**src/crb_pkg.sv**
```systemverilog
// Purpose: shared constants and carriers for the coprocessor transfer and barrier decoder
// Assumes: 32-bit instruction words, 4-bit register numbers
// Notes:   field positions and codes used by decoder and testbench
`default_nettype none
package crb_pkg;
   localparam int COND_HI     = 31;
   localparam int COND_LO     = 28;
   localparam int CLASS_HI    = 27;
   localparam int CLASS_LO    = 24;
   localparam int DIR_BIT     = 20;
   localparam int MARK_BIT    = 4;
   localparam int COMMENT_HI  = 23;
   localparam int COMMENT_LO  = 0;
   localparam int OPC_HI      = 23;
   localparam int OPC_LO      = 21;
   localparam int CRN_HI      = 19;
   localparam int CRN_LO      = 16;
   localparam int CORE_REG_HI = 15;
   localparam int CORE_REG_LO = 12;
   localparam int CPNUM_HI    = 11;
   localparam int CPNUM_LO    = 8;
   localparam int OP2_HI      = 7;
   localparam int OP2_LO      = 5;
   localparam int CRM_HI      = 3;
   localparam int CRM_LO      = 0;
   localparam int FLAG_N_BIT  = 31;
   localparam int FLAG_V_BIT  = 28;
   localparam logic [3:0]  CLASS_REG_MOVE = 4'he;
   localparam logic [3:0]  CLASS_TRAP     = 4'hf;
   localparam logic [23:0] FULL_BARRIER   = 24'hf0_0000;
   localparam logic [23:0] RANGED_BARRIER = 24'hf0_0001;
   localparam logic [3:0]  SYS_CTRL_NUM   = 4'hf;
   localparam logic [3:0]  PROGRAM_COUNTER = 4'hf;
   localparam logic [3:0]  FLAGS_RESET    = 4'h0;

   typedef struct packed {
      logic [2:0] coproc_operation_field;
      logic [3:0] first_coproc_reg_field;
      logic [3:0] core_reg;
      logic [3:0] coproc_number_field;
      logic [2:0] secondary_operation_field;
      logic [3:0] second_coproc_reg_field;
   } crb_move_fields_t;

   typedef struct packed {
      logic        valid;
      logic [31:0] low;
      logic [31:0] high;
   } crb_flush_t;
endpackage
`default_nettype wire

```
**src/crb_cond_eval.sv**
```systemverilog
// Purpose: evaluates the four-bit condition against the status flags
// Assumes: flags ordered negative, zero, carry, overflow
// Notes:   purely combinational
`default_nettype none
module crb_cond_eval (
   input  wire logic [3:0] cond,
   input  wire logic [3:0] flags,
   output logic            pass
);
   wire n = flags[3];
   wire z = flags[2];
   wire c = flags[1];
   wire v = flags[0];
   always_comb begin
      unique case (cond)
         4'h0: pass = z;
         4'h1: pass = !z;
         4'h2: pass = c;
         4'h3: pass = !c;
         4'h4: pass = n;
         4'h5: pass = !n;
         4'h6: pass = v;
         4'h7: pass = !v;
         4'h8: pass = c && !z;
         4'h9: pass = !c || z;
         4'ha: pass = n == v;
         4'hb: pass = n != v;
         4'hc: pass = !z && (n == v);
         4'hd: pass = z || (n != v);
         4'he: pass = 1'b1;
         4'hf: pass = 1'b0;
      endcase
   end
endmodule
`default_nettype wire

```
**src/crb_decoder.sv**
```systemverilog
// Purpose: decode and execute coprocessor register moves and barrier traps
// Assumes: one instruction presented per issue pulse, held while stalled
// Notes:   the system control unit answers coprocessor 15 internally
// How it works
// - moves execute only when the condition field passes
// - move recognised by class 1110 with bit 4 set; condition at top
// - direction bit set moves coprocessor value into a core register
// - direction bit clear moves core register value into the coprocessor
// - fixed field layout for number, core register and coprocessor fields
// - operation and register fields pass through uninterpreted
// - only internal coprocessor is the system control unit, number 15
// - move to program counter copies top four bits into status flags only
// - moves to unit 15 complete in one cycle; external moves stall while ext_busy
// - trap with comment f00000 flushes all prefetch state
// - trap with comment f00001 flushes range low inclusive to high exclusive
// - external move neither accepted nor busy with passing condition takes undefined trap
`default_nettype none
module crb_decoder
   import crb_pkg::*;
(
   input  wire logic                     core_clk,
   input  wire logic                     reset,
   input  wire logic                     issue,
   input  wire logic [31:0]              instr,
   input  wire logic [31:0]              core_reg_value,
   input  wire logic [31:0]              range_low_register,
   input  wire logic [31:0]              range_high_register,
   input  wire logic                     ext_accept,
   input  wire logic                     ext_busy,
   input  wire logic [31:0]              ext_read_data,
   input  wire logic [31:0]              sys_ctrl_read_data,
   output logic                          stall,
   output crb_pkg::crb_move_fields_t     move_fields,
   output logic                          move_req,
   output logic                          move_dir_to_core,
   output logic                          move_to_sys_ctrl,
   output logic [31:0]                   move_write_data,
   output logic                          reg_write,
   output logic [3:0]                    reg_write_index,
   output logic [31:0]                   reg_write_data,
   output logic [3:0]                    status_flags,
   output logic                          undef_trap,
   output logic                          full_flush,
   output crb_pkg::crb_flush_t           range_flush,
   output logic                          trap_other
);
   import crb_pkg::*;

   logic                 cond_pass;
   crb_move_fields_t     move_fields_ff;
   logic                 move_req_ff, dir_ff, sys_ff, stall_ff;
   logic [31:0]          wdata_ff, rwdata_ff;
   logic                 rw_ff, undef_ff, full_ff, trap_ff;
   logic [3:0]           rwidx_ff, flags_ff;
   crb_flush_t           range_ff;

   crb_cond_eval u_cond (
      .cond  (instr[COND_HI:COND_LO]),
      .flags (flags_ff),
      .pass  (cond_pass)
   );

   wire is_move    = (instr[CLASS_HI:CLASS_LO] == CLASS_REG_MOVE) && instr[MARK_BIT];
   wire is_trap    = instr[CLASS_HI:CLASS_LO] == CLASS_TRAP;
   wire exec       = issue && cond_pass;
   wire to_core    = instr[DIR_BIT];
   wire [3:0] cpn  = instr[CPNUM_HI:CPNUM_LO];
   wire [3:0] rd   = instr[CORE_REG_HI:CORE_REG_LO];
   wire is_sys     = cpn == SYS_CTRL_NUM;
   wire accepted   = is_sys || (ext_accept && !ext_busy);
   wire bounced    = !is_sys && !ext_accept && !ext_busy;
   wire move_exec  = exec && is_move;
   wire move_done  = move_exec && accepted;
   wire move_wait  = move_exec && !is_sys && ext_busy;
   wire [31:0] rdata = is_sys ? sys_ctrl_read_data : ext_read_data;
   wire to_pc      = rd == PROGRAM_COUNTER;
   // register write only for non-pc destinations
   wire write_core = move_done && to_core && !to_pc;
   // barrier codes in the trap comment field
   wire is_full    = exec && is_trap && (instr[COMMENT_HI:COMMENT_LO] == FULL_BARRIER);
   wire is_range   = exec && is_trap && (instr[COMMENT_HI:COMMENT_LO] == RANGED_BARRIER);
   wire [3:0] nxt_flags = (move_done && to_core && to_pc)
                          ? rdata[FLAG_N_BIT:FLAG_V_BIT] : flags_ff;

   crb_move_fields_t nxt_fields;
   always_comb begin
      // fields handed to the coprocessor untouched
      nxt_fields.coproc_operation_field    = instr[OPC_HI:OPC_LO];
      nxt_fields.first_coproc_reg_field    = instr[CRN_HI:CRN_LO];
      nxt_fields.core_reg                  = rd;
      nxt_fields.coproc_number_field       = cpn;
      nxt_fields.secondary_operation_field = instr[OP2_HI:OP2_LO];
      nxt_fields.second_coproc_reg_field   = instr[CRM_HI:CRM_LO];
   end

   always_ff @(posedge core_clk) begin
      if (reset) begin
         move_fields_ff <= '0;
         move_req_ff    <= 1'b0;
         dir_ff         <= 1'b0;
         sys_ff         <= 1'b0;
         wdata_ff       <= '0;
         stall_ff       <= 1'b0;
      end else begin
         move_fields_ff <= move_exec ? nxt_fields : move_fields_ff;
         move_req_ff    <= move_done;
         dir_ff         <= move_exec ? to_core : dir_ff;
         sys_ff         <= move_exec ? is_sys : sys_ff;
         wdata_ff       <= (move_exec && !to_core) ? core_reg_value : wdata_ff;
         stall_ff       <= move_wait;
      end
   end

   always_ff @(posedge core_clk) begin
      if (reset) begin
         rw_ff     <= 1'b0;
         rwidx_ff  <= '0;
         rwdata_ff <= '0;
         flags_ff  <= FLAGS_RESET;
      end else begin
         rw_ff     <= write_core;
         rwidx_ff  <= write_core ? rd : rwidx_ff;
         rwdata_ff <= write_core ? rdata : rwdata_ff;
         flags_ff  <= nxt_flags;
      end
   end

   always_ff @(posedge core_clk) begin
      if (reset) begin
         undef_ff <= 1'b0;
         full_ff  <= 1'b0;
         range_ff <= '0;
         trap_ff  <= 1'b0;
      end else begin
         undef_ff       <= move_exec && bounced;
         full_ff        <= is_full;
         range_ff.valid <= is_range;
         range_ff.low   <= is_range ? range_low_register : range_ff.low;
         range_ff.high  <= is_range ? range_high_register : range_ff.high;
         trap_ff        <= exec && is_trap && !is_full && !is_range;
      end
   end

   assign move_fields      = move_fields_ff;
   assign move_req         = move_req_ff;
   assign move_dir_to_core = dir_ff;
   assign move_to_sys_ctrl = sys_ff;
   assign move_write_data  = wdata_ff;
   assign stall            = stall_ff;
   assign reg_write        = rw_ff;
   assign reg_write_index  = rwidx_ff;
   assign reg_write_data   = rwdata_ff;
   assign status_flags     = flags_ff;
   assign undef_trap       = undef_ff;
   assign full_flush       = full_ff;
   assign range_flush      = range_ff;
   assign trap_other       = trap_ff;

   a_move_one_cycle: assert property (@(posedge core_clk) disable iff (reset)
      move_done |=> move_req) else $error("move not completed next cycle");
   a_cond_fail_none: assert property (@(posedge core_clk) disable iff (reset)
      (issue && !cond_pass) |=> !move_req && !undef_trap && !full_flush && !range_flush.valid)
      else $error("failed condition had an effect");
   a_pc_flags: assert property (@(posedge core_clk) disable iff (reset)
      (move_done && to_core && to_pc)
         |=> status_flags == $past(rdata[FLAG_N_BIT:FLAG_V_BIT]) && !reg_write)
      else $error("pc move flags wrong");
   a_core_write: assert property (@(posedge core_clk) disable iff (reset)
      (move_done && to_core && !to_pc) |=> reg_write && reg_write_index == $past(rd))
      else $error("core register not written");
   a_no_write_out: assert property (@(posedge core_clk) disable iff (reset)
      (move_done && !to_core) |=> !reg_write && move_write_data == $past(core_reg_value))
      else $error("outgoing move wrong");
   a_busy_stall: assert property (@(posedge core_clk) disable iff (reset)
      move_wait |=> stall && !move_req) else $error("busy move not stalled");
   a_full_flush: assert property (@(posedge core_clk) disable iff (reset)
      is_full |=> full_flush && !range_flush.valid) else $error("full barrier missed");
   a_range_flush: assert property (@(posedge core_clk) disable iff (reset)
      is_range |=> range_flush.valid && range_flush.low == $past(range_low_register))
      else $error("ranged barrier missed");
   a_undef_bounce: assert property (@(posedge core_clk) disable iff (reset)
      (move_exec && bounced) |=> undef_trap && !move_req) else $error("bounce not trapped");
   a_sys_internal: assert property (@(posedge core_clk) disable iff (reset)
      (move_exec && is_sys) |=> move_req && move_to_sys_ctrl) else $error("unit 15 refused");

   // reset and decode path checks
   a_reset_quiet: assert property (@(posedge core_clk)
      reset |=> !move_req && !reg_write && !undef_trap && !stall && !trap_other)
      else $error("pulse during reset");
   a_non_move_quiet: assert property (@(posedge core_clk) disable iff (reset)
      (issue && !is_move) |=> !move_req && !reg_write && !stall && !undef_trap)
      else $error("non-move instruction moved");
   a_dir_capture: assert property (@(posedge core_clk) disable iff (reset)
      move_exec |=> move_dir_to_core == $past(to_core))
      else $error("move direction not captured");
   a_field_layout: assert property (@(posedge core_clk) disable iff (reset)
      move_exec |=> move_fields.core_reg == $past(instr[CORE_REG_HI:CORE_REG_LO])
         && move_fields.coproc_number_field == $past(instr[CPNUM_HI:CPNUM_LO]))
      else $error("move field layout wrong");
   a_fields_pass: assert property (@(posedge core_clk) disable iff (reset)
      move_exec |=> move_fields.first_coproc_reg_field == $past(instr[CRN_HI:CRN_LO])
         && move_fields.second_coproc_reg_field == $past(instr[CRM_HI:CRM_LO]))
      else $error("coprocessor fields altered");
   a_flags_kept: assert property (@(posedge core_clk) disable iff (reset)
      !(move_done && to_core && to_pc) |=> $stable(status_flags))
      else $error("flags changed without pc move");
   a_core_data: assert property (@(posedge core_clk) disable iff (reset)
      write_core |=> reg_write_data == $past(rdata))
      else $error("core write data wrong");
   a_range_high: assert property (@(posedge core_clk) disable iff (reset)
      is_range |=> range_flush.high == $past(range_high_register))
      else $error("ranged barrier high bound wrong");
   a_trap_onehot: assert property (@(posedge core_clk) disable iff (reset)
      (exec && is_trap) |=> $onehot({full_flush, range_flush.valid, trap_other}))
      else $error("trap outcome not unique");
   a_sys_no_stall: assert property (@(posedge core_clk) disable iff (reset)
      (move_exec && is_sys) |=> !stall && !undef_trap)
      else $error("unit 15 stalled or bounced");
endmodule
`default_nettype wire

```
**config.mk**
```make
export PLATFORM = sky130hd
export DESIGN_NAME = crb_decoder
export DESIGN_NICKNAME = d
export VERILOG_FILES = /design/src/crb_pkg.sv /design/src/crb_cond_eval.sv /design/src/crb_decoder.sv
export SDC_FILE = /design/constraint.sdc
export NUM_CORES = 1
export LEC_CHECK = 0
export BUFFER_PORTS_ARGS = -buffer_cell sky130_fd_sc_hd__buf_2
export CAP_MARGIN = 30
export CORE_AREA = 2 2 140 142
export CTS_CLUSTER_DIAMETER = 40
export DETAILED_ROUTE_END_ITERATION = 7
export DIE_AREA = 0 0 142 144
export HOLD_SLACK_MARGIN = 0.12
export PLACE_DENSITY = 0.76
export SYNTH_ARGS = -nofsm -noshare
export SYNTH_HDL_FRONTEND = slang
export SYNTH_SLANG_ARGS = --single-unit
```
**constraint.sdc**
```tcl
create_clock -name core_clk -period 2.5 [get_ports core_clk]
set_clock_uncertainty 0.15 [all_clocks]
set_input_delay 0.375 -clock core_clk [delete_from_list [all_inputs] [get_ports core_clk]]
set_output_delay 0.375 -clock core_clk [all_outputs]
set_load 0.02 [all_outputs]
```
==> metrics.yaml <==
status: "completed"
crit_top_cell: "buf_12"
dp_hpwl_um: 15840
ant_nets: 0
comb_power_share_pct: 10.2
ir_drop_v: 0.0004083
startpoint_type: "primary input"
p_sw_mw: 1.417
max_cap_viol_count: 0
post_cts_buffers: 0
crit_fanout: 14
root_buffer: "clkbuf_16"
setup_viol: 0
antenna_found_initial: 0
power_frac_clock_pct: 44.3
drcViolationCount: 0
r2r-end: "reg_write_data[9]"
syn_area_mm2: 0.008011
final-max-slew-violation-count: 0
first_pass_iters: 5
rrSetupSlack_ps: 230
hold_ws_ps: 138.7
reg2reg_from: "status_flags[1]"
place_inst: 1399
cts-htree-levels: 4
fmax_mhz: 419.4
hold_viol_final: 0
syn_inst: 834
maxSlewHeadroom_pct: 71.34
rsz0062_at_grt: "no"
worstMarginPinSlew_ps: 428.7
min_period_ps: 2384
wl_per_cell_um: 15.78
cpPeakStageDelay_ps: 540
fin_nets: 1491
synth.avg_cell_area_um2: 9.606
hold_end: "move_fields[8]"
synth_nets: 1031
yosysUniqueCellTypes: 41
first_global_vias: 7559
crit_type: "primary input to register"
synth_edf_count: 0
cts_tree: "built"
cp_top_family: "buffers and inverters"
p_total_mw: 5.855
critPathSlowestCell: "dlygate4sd3_1"
antennaDiodeCount: 0
ios: 364
yosysSeqAreaShare_pct: 41.73
numCtsBuffers: 17
worst_r2r_path_depth: 6
gp_congestion: 0.8850
finalNonFillerCells: 1545
area_delta_synth_final_pct: 46.90
grt_pass1_wl_um: 37490
clk_latency_ps: 410
placed_area_mm2: 0.01004
grt_max_degree: 145
grt_overflow: 0
first_iter_violations: 284
dr_total_vias: 7630
fin_util_pct: 61.68
clkSlewWorstSetupHoldPaths_ps: 70
floorplan.initialDensity_pct: 41.99
internal_power_mw: 4.438
dieArea_mm2: 0.02045
yosys_register_bits: 167
min_from: "instr[9]"
final.setup.tns_ps: 0
routed_wl_um: 24380
die_width_um: 142
synth_top_flop_cell: "dfxtp_1"
crit_chain: "dlygate4sd3_1 -> buf_2 -> nor4b_1 -> nand4_1 -> nor3_2 -> o2111a_2 -> buf_12 -> buf_12 -> mux2i_1"
worstSetupEndpointType: "register"
p_leak_nw: 5.298
cts_num_sinks: 167
coreArea_mm2: 0.01908
powerDensity_mw_per_mm2: 497.5
cts_buffer_depth: 2
pre_cts_slack_ps: 21.18
swShare_pct: 24.20
worstHoldPathType: "primary input to register"
arrival_ps: 2560
post-route-period-util_pct: 95.36
seqPwrFrac_pct: 45.5
final.setup.worst_slack_ps: 115.9
grt_usage_pct: 22.77
synthArstFlopShare_pct: 0
io_buffers: 363
crit_buf_inv: 4
hold_depth: 3
fin_area_mm2: 0.01177
final_layout_size_suffix_gt1_share_pct: 36.11
num_rows: 51
cp.required_ps: 2680
yosysWarnings: 0
die_y_um: 144
viasPerCell: 4.939
-- cell families (layout without fill, tap and decap cells) --
family / after synthesis / count (layout) / share of synthesized area, %
muxes: 136 / 136 / 18.49
AOI/OAI and AO/OA: 98 / 98 / 8.434
buffers and inverters: 74 / 547 / 5.700
xor gates and xnor gates: 2 / 2 / 0.2187
and+or+nand+nor: 357 / 357 / 25.43
DFF: 167 / 167 / 41.73
-- synth_stat cells (4+ instances only) --
| cell | count | area share [%] |
|---|---|---|
| nand2b_1 | 203 | 16 |
| dfxtp_1 | 167 | 42 |
| mux2i_1 | 106 | 13 |
| nand2_1 | 68 | 3.2 |
| a21oi_1 | 52 | 3.2 |
| clkbuf_1 | 47 | 2.2 |
| nor2b_1 | 32 | 2.5 |
| nand3_1 | 26 | 1.6 |
| o211ai_1 | 24 | 2.2 |
| mux2_4 | 22 | 4.1 |
| nor2_1 | 9 | 0.42 |
| mux2_2 | 8 | 1.1 |
| buf_12 | 7 | 1.7 |
| buf_6 | 6 | 0.84 |
| inv_1 | 6 | 0.28 |
| a21o_1 | 5 | 0.47 |
| nand4_1 | 5 | 0.39 |
| nor4b_1 | 5 | 0.55 |
| a221oi_2 | 4 | 0.75 |
| buf_4 | 4 | 0.37 |
-- flip-flops by register name (all words and copies together) (netlist names) --
name	count
full_flush	1
move_dir_to_core	1
move_fields	22
move_req	1
move_to_sys_ctrl	1
move_write_data	32
range_flush	65
reg_write	1
reg_write_data	32
reg_write_index	4
stall	1
status_flags	4
trap_other	1
undef_trap	1
-- power groups by stage --
stage,clock network (mW),registers [mW],logic (mW)
global placement,0,2.73,0.433
global route,2.76,2.66,0.644
detailed placement,0,2.73,0.438
floorplan,0,2.73,0.214
finish,2.59,2.66,0.596
CTS,2.65,2.66,0.582
-- metal layers --
layer  routed length (um)  vias to the layer above  share of wire [%]  GRT usage (%)
li1                     -                     3717                  -              -
met1                 9539                     3502                 39          25.90
met2                12040                      355                 49          40.33
met3                 2104                       56                8.6          6.589
met4                  697                        0                2.9          8.947
met5                    0                        -                  0              0
-- area by class of cell --
cell class	count	area, um2
flip-flops and latches	167	3343
well taps	238	297.8
repair buffers	509	3292
inverters	6	22.52
clock buffers	19	442.9
clock inverters	13	132.6
multi-input cells	593	4238
fillers	1492	7311
-- worst max path at each step --
stage / start / end / slack (ps) / cells after the start
finish: instr[3] / range_flush[51] / 120 / 9
global route: instr[11] / range_flush[10] / 30 / 9
CTS: instr[3] / range_flush[53] / 80 / 9
detailed placement: instr[30] / range_flush[53] / 20 / 8
global placement: instr[30] / range_flush[10] / 90 / 8
floorplan: instr[30] / reg_write_data[0] / 80 / 9
-- cells in the final DEF, fill, tap and decap left out, types with 2 or more instances in the layout --
cell type and instances:
a21o_1 4, a21oi_1 52, a221oi_2 4, and4_1 2, buf_12 7, buf_2 362
buf_4 25, clkbuf_16 17, clkinvlp_4 3, dfxtp_1 167, dlygate4sd3_1 114, inv_1 6
inv_6 5, inv_8 2, mux2_2 8, mux2_4 22, mux2i_1 105, nand2_1 68
nand2b_1 203, nand3_1 26, nand4_1 5, nor2_1 9, nor2b_1 31, nor4_1 2
nor4b_1 4, nor4b_2 2, o211ai_1 24, o21ai_0 2, xnor2_1 2
-- worst reg2reg max path: cells and delay by family, from the launching register on --
family	cells	cell delay [ps]
AO/OA/AOI/OAI	3	690
buffers and inverters	1	180
flip-flops	1	360
multiplexers	2	780
-- what timing repair did --
action / CTS / global route
hold endpoints to repair: 116 / 0
gates resized for setup: 0 / 2
hold buffers: 114 / 0
setup endpoints to repair: 0 / 59
(Power assumes the default switching activity.)
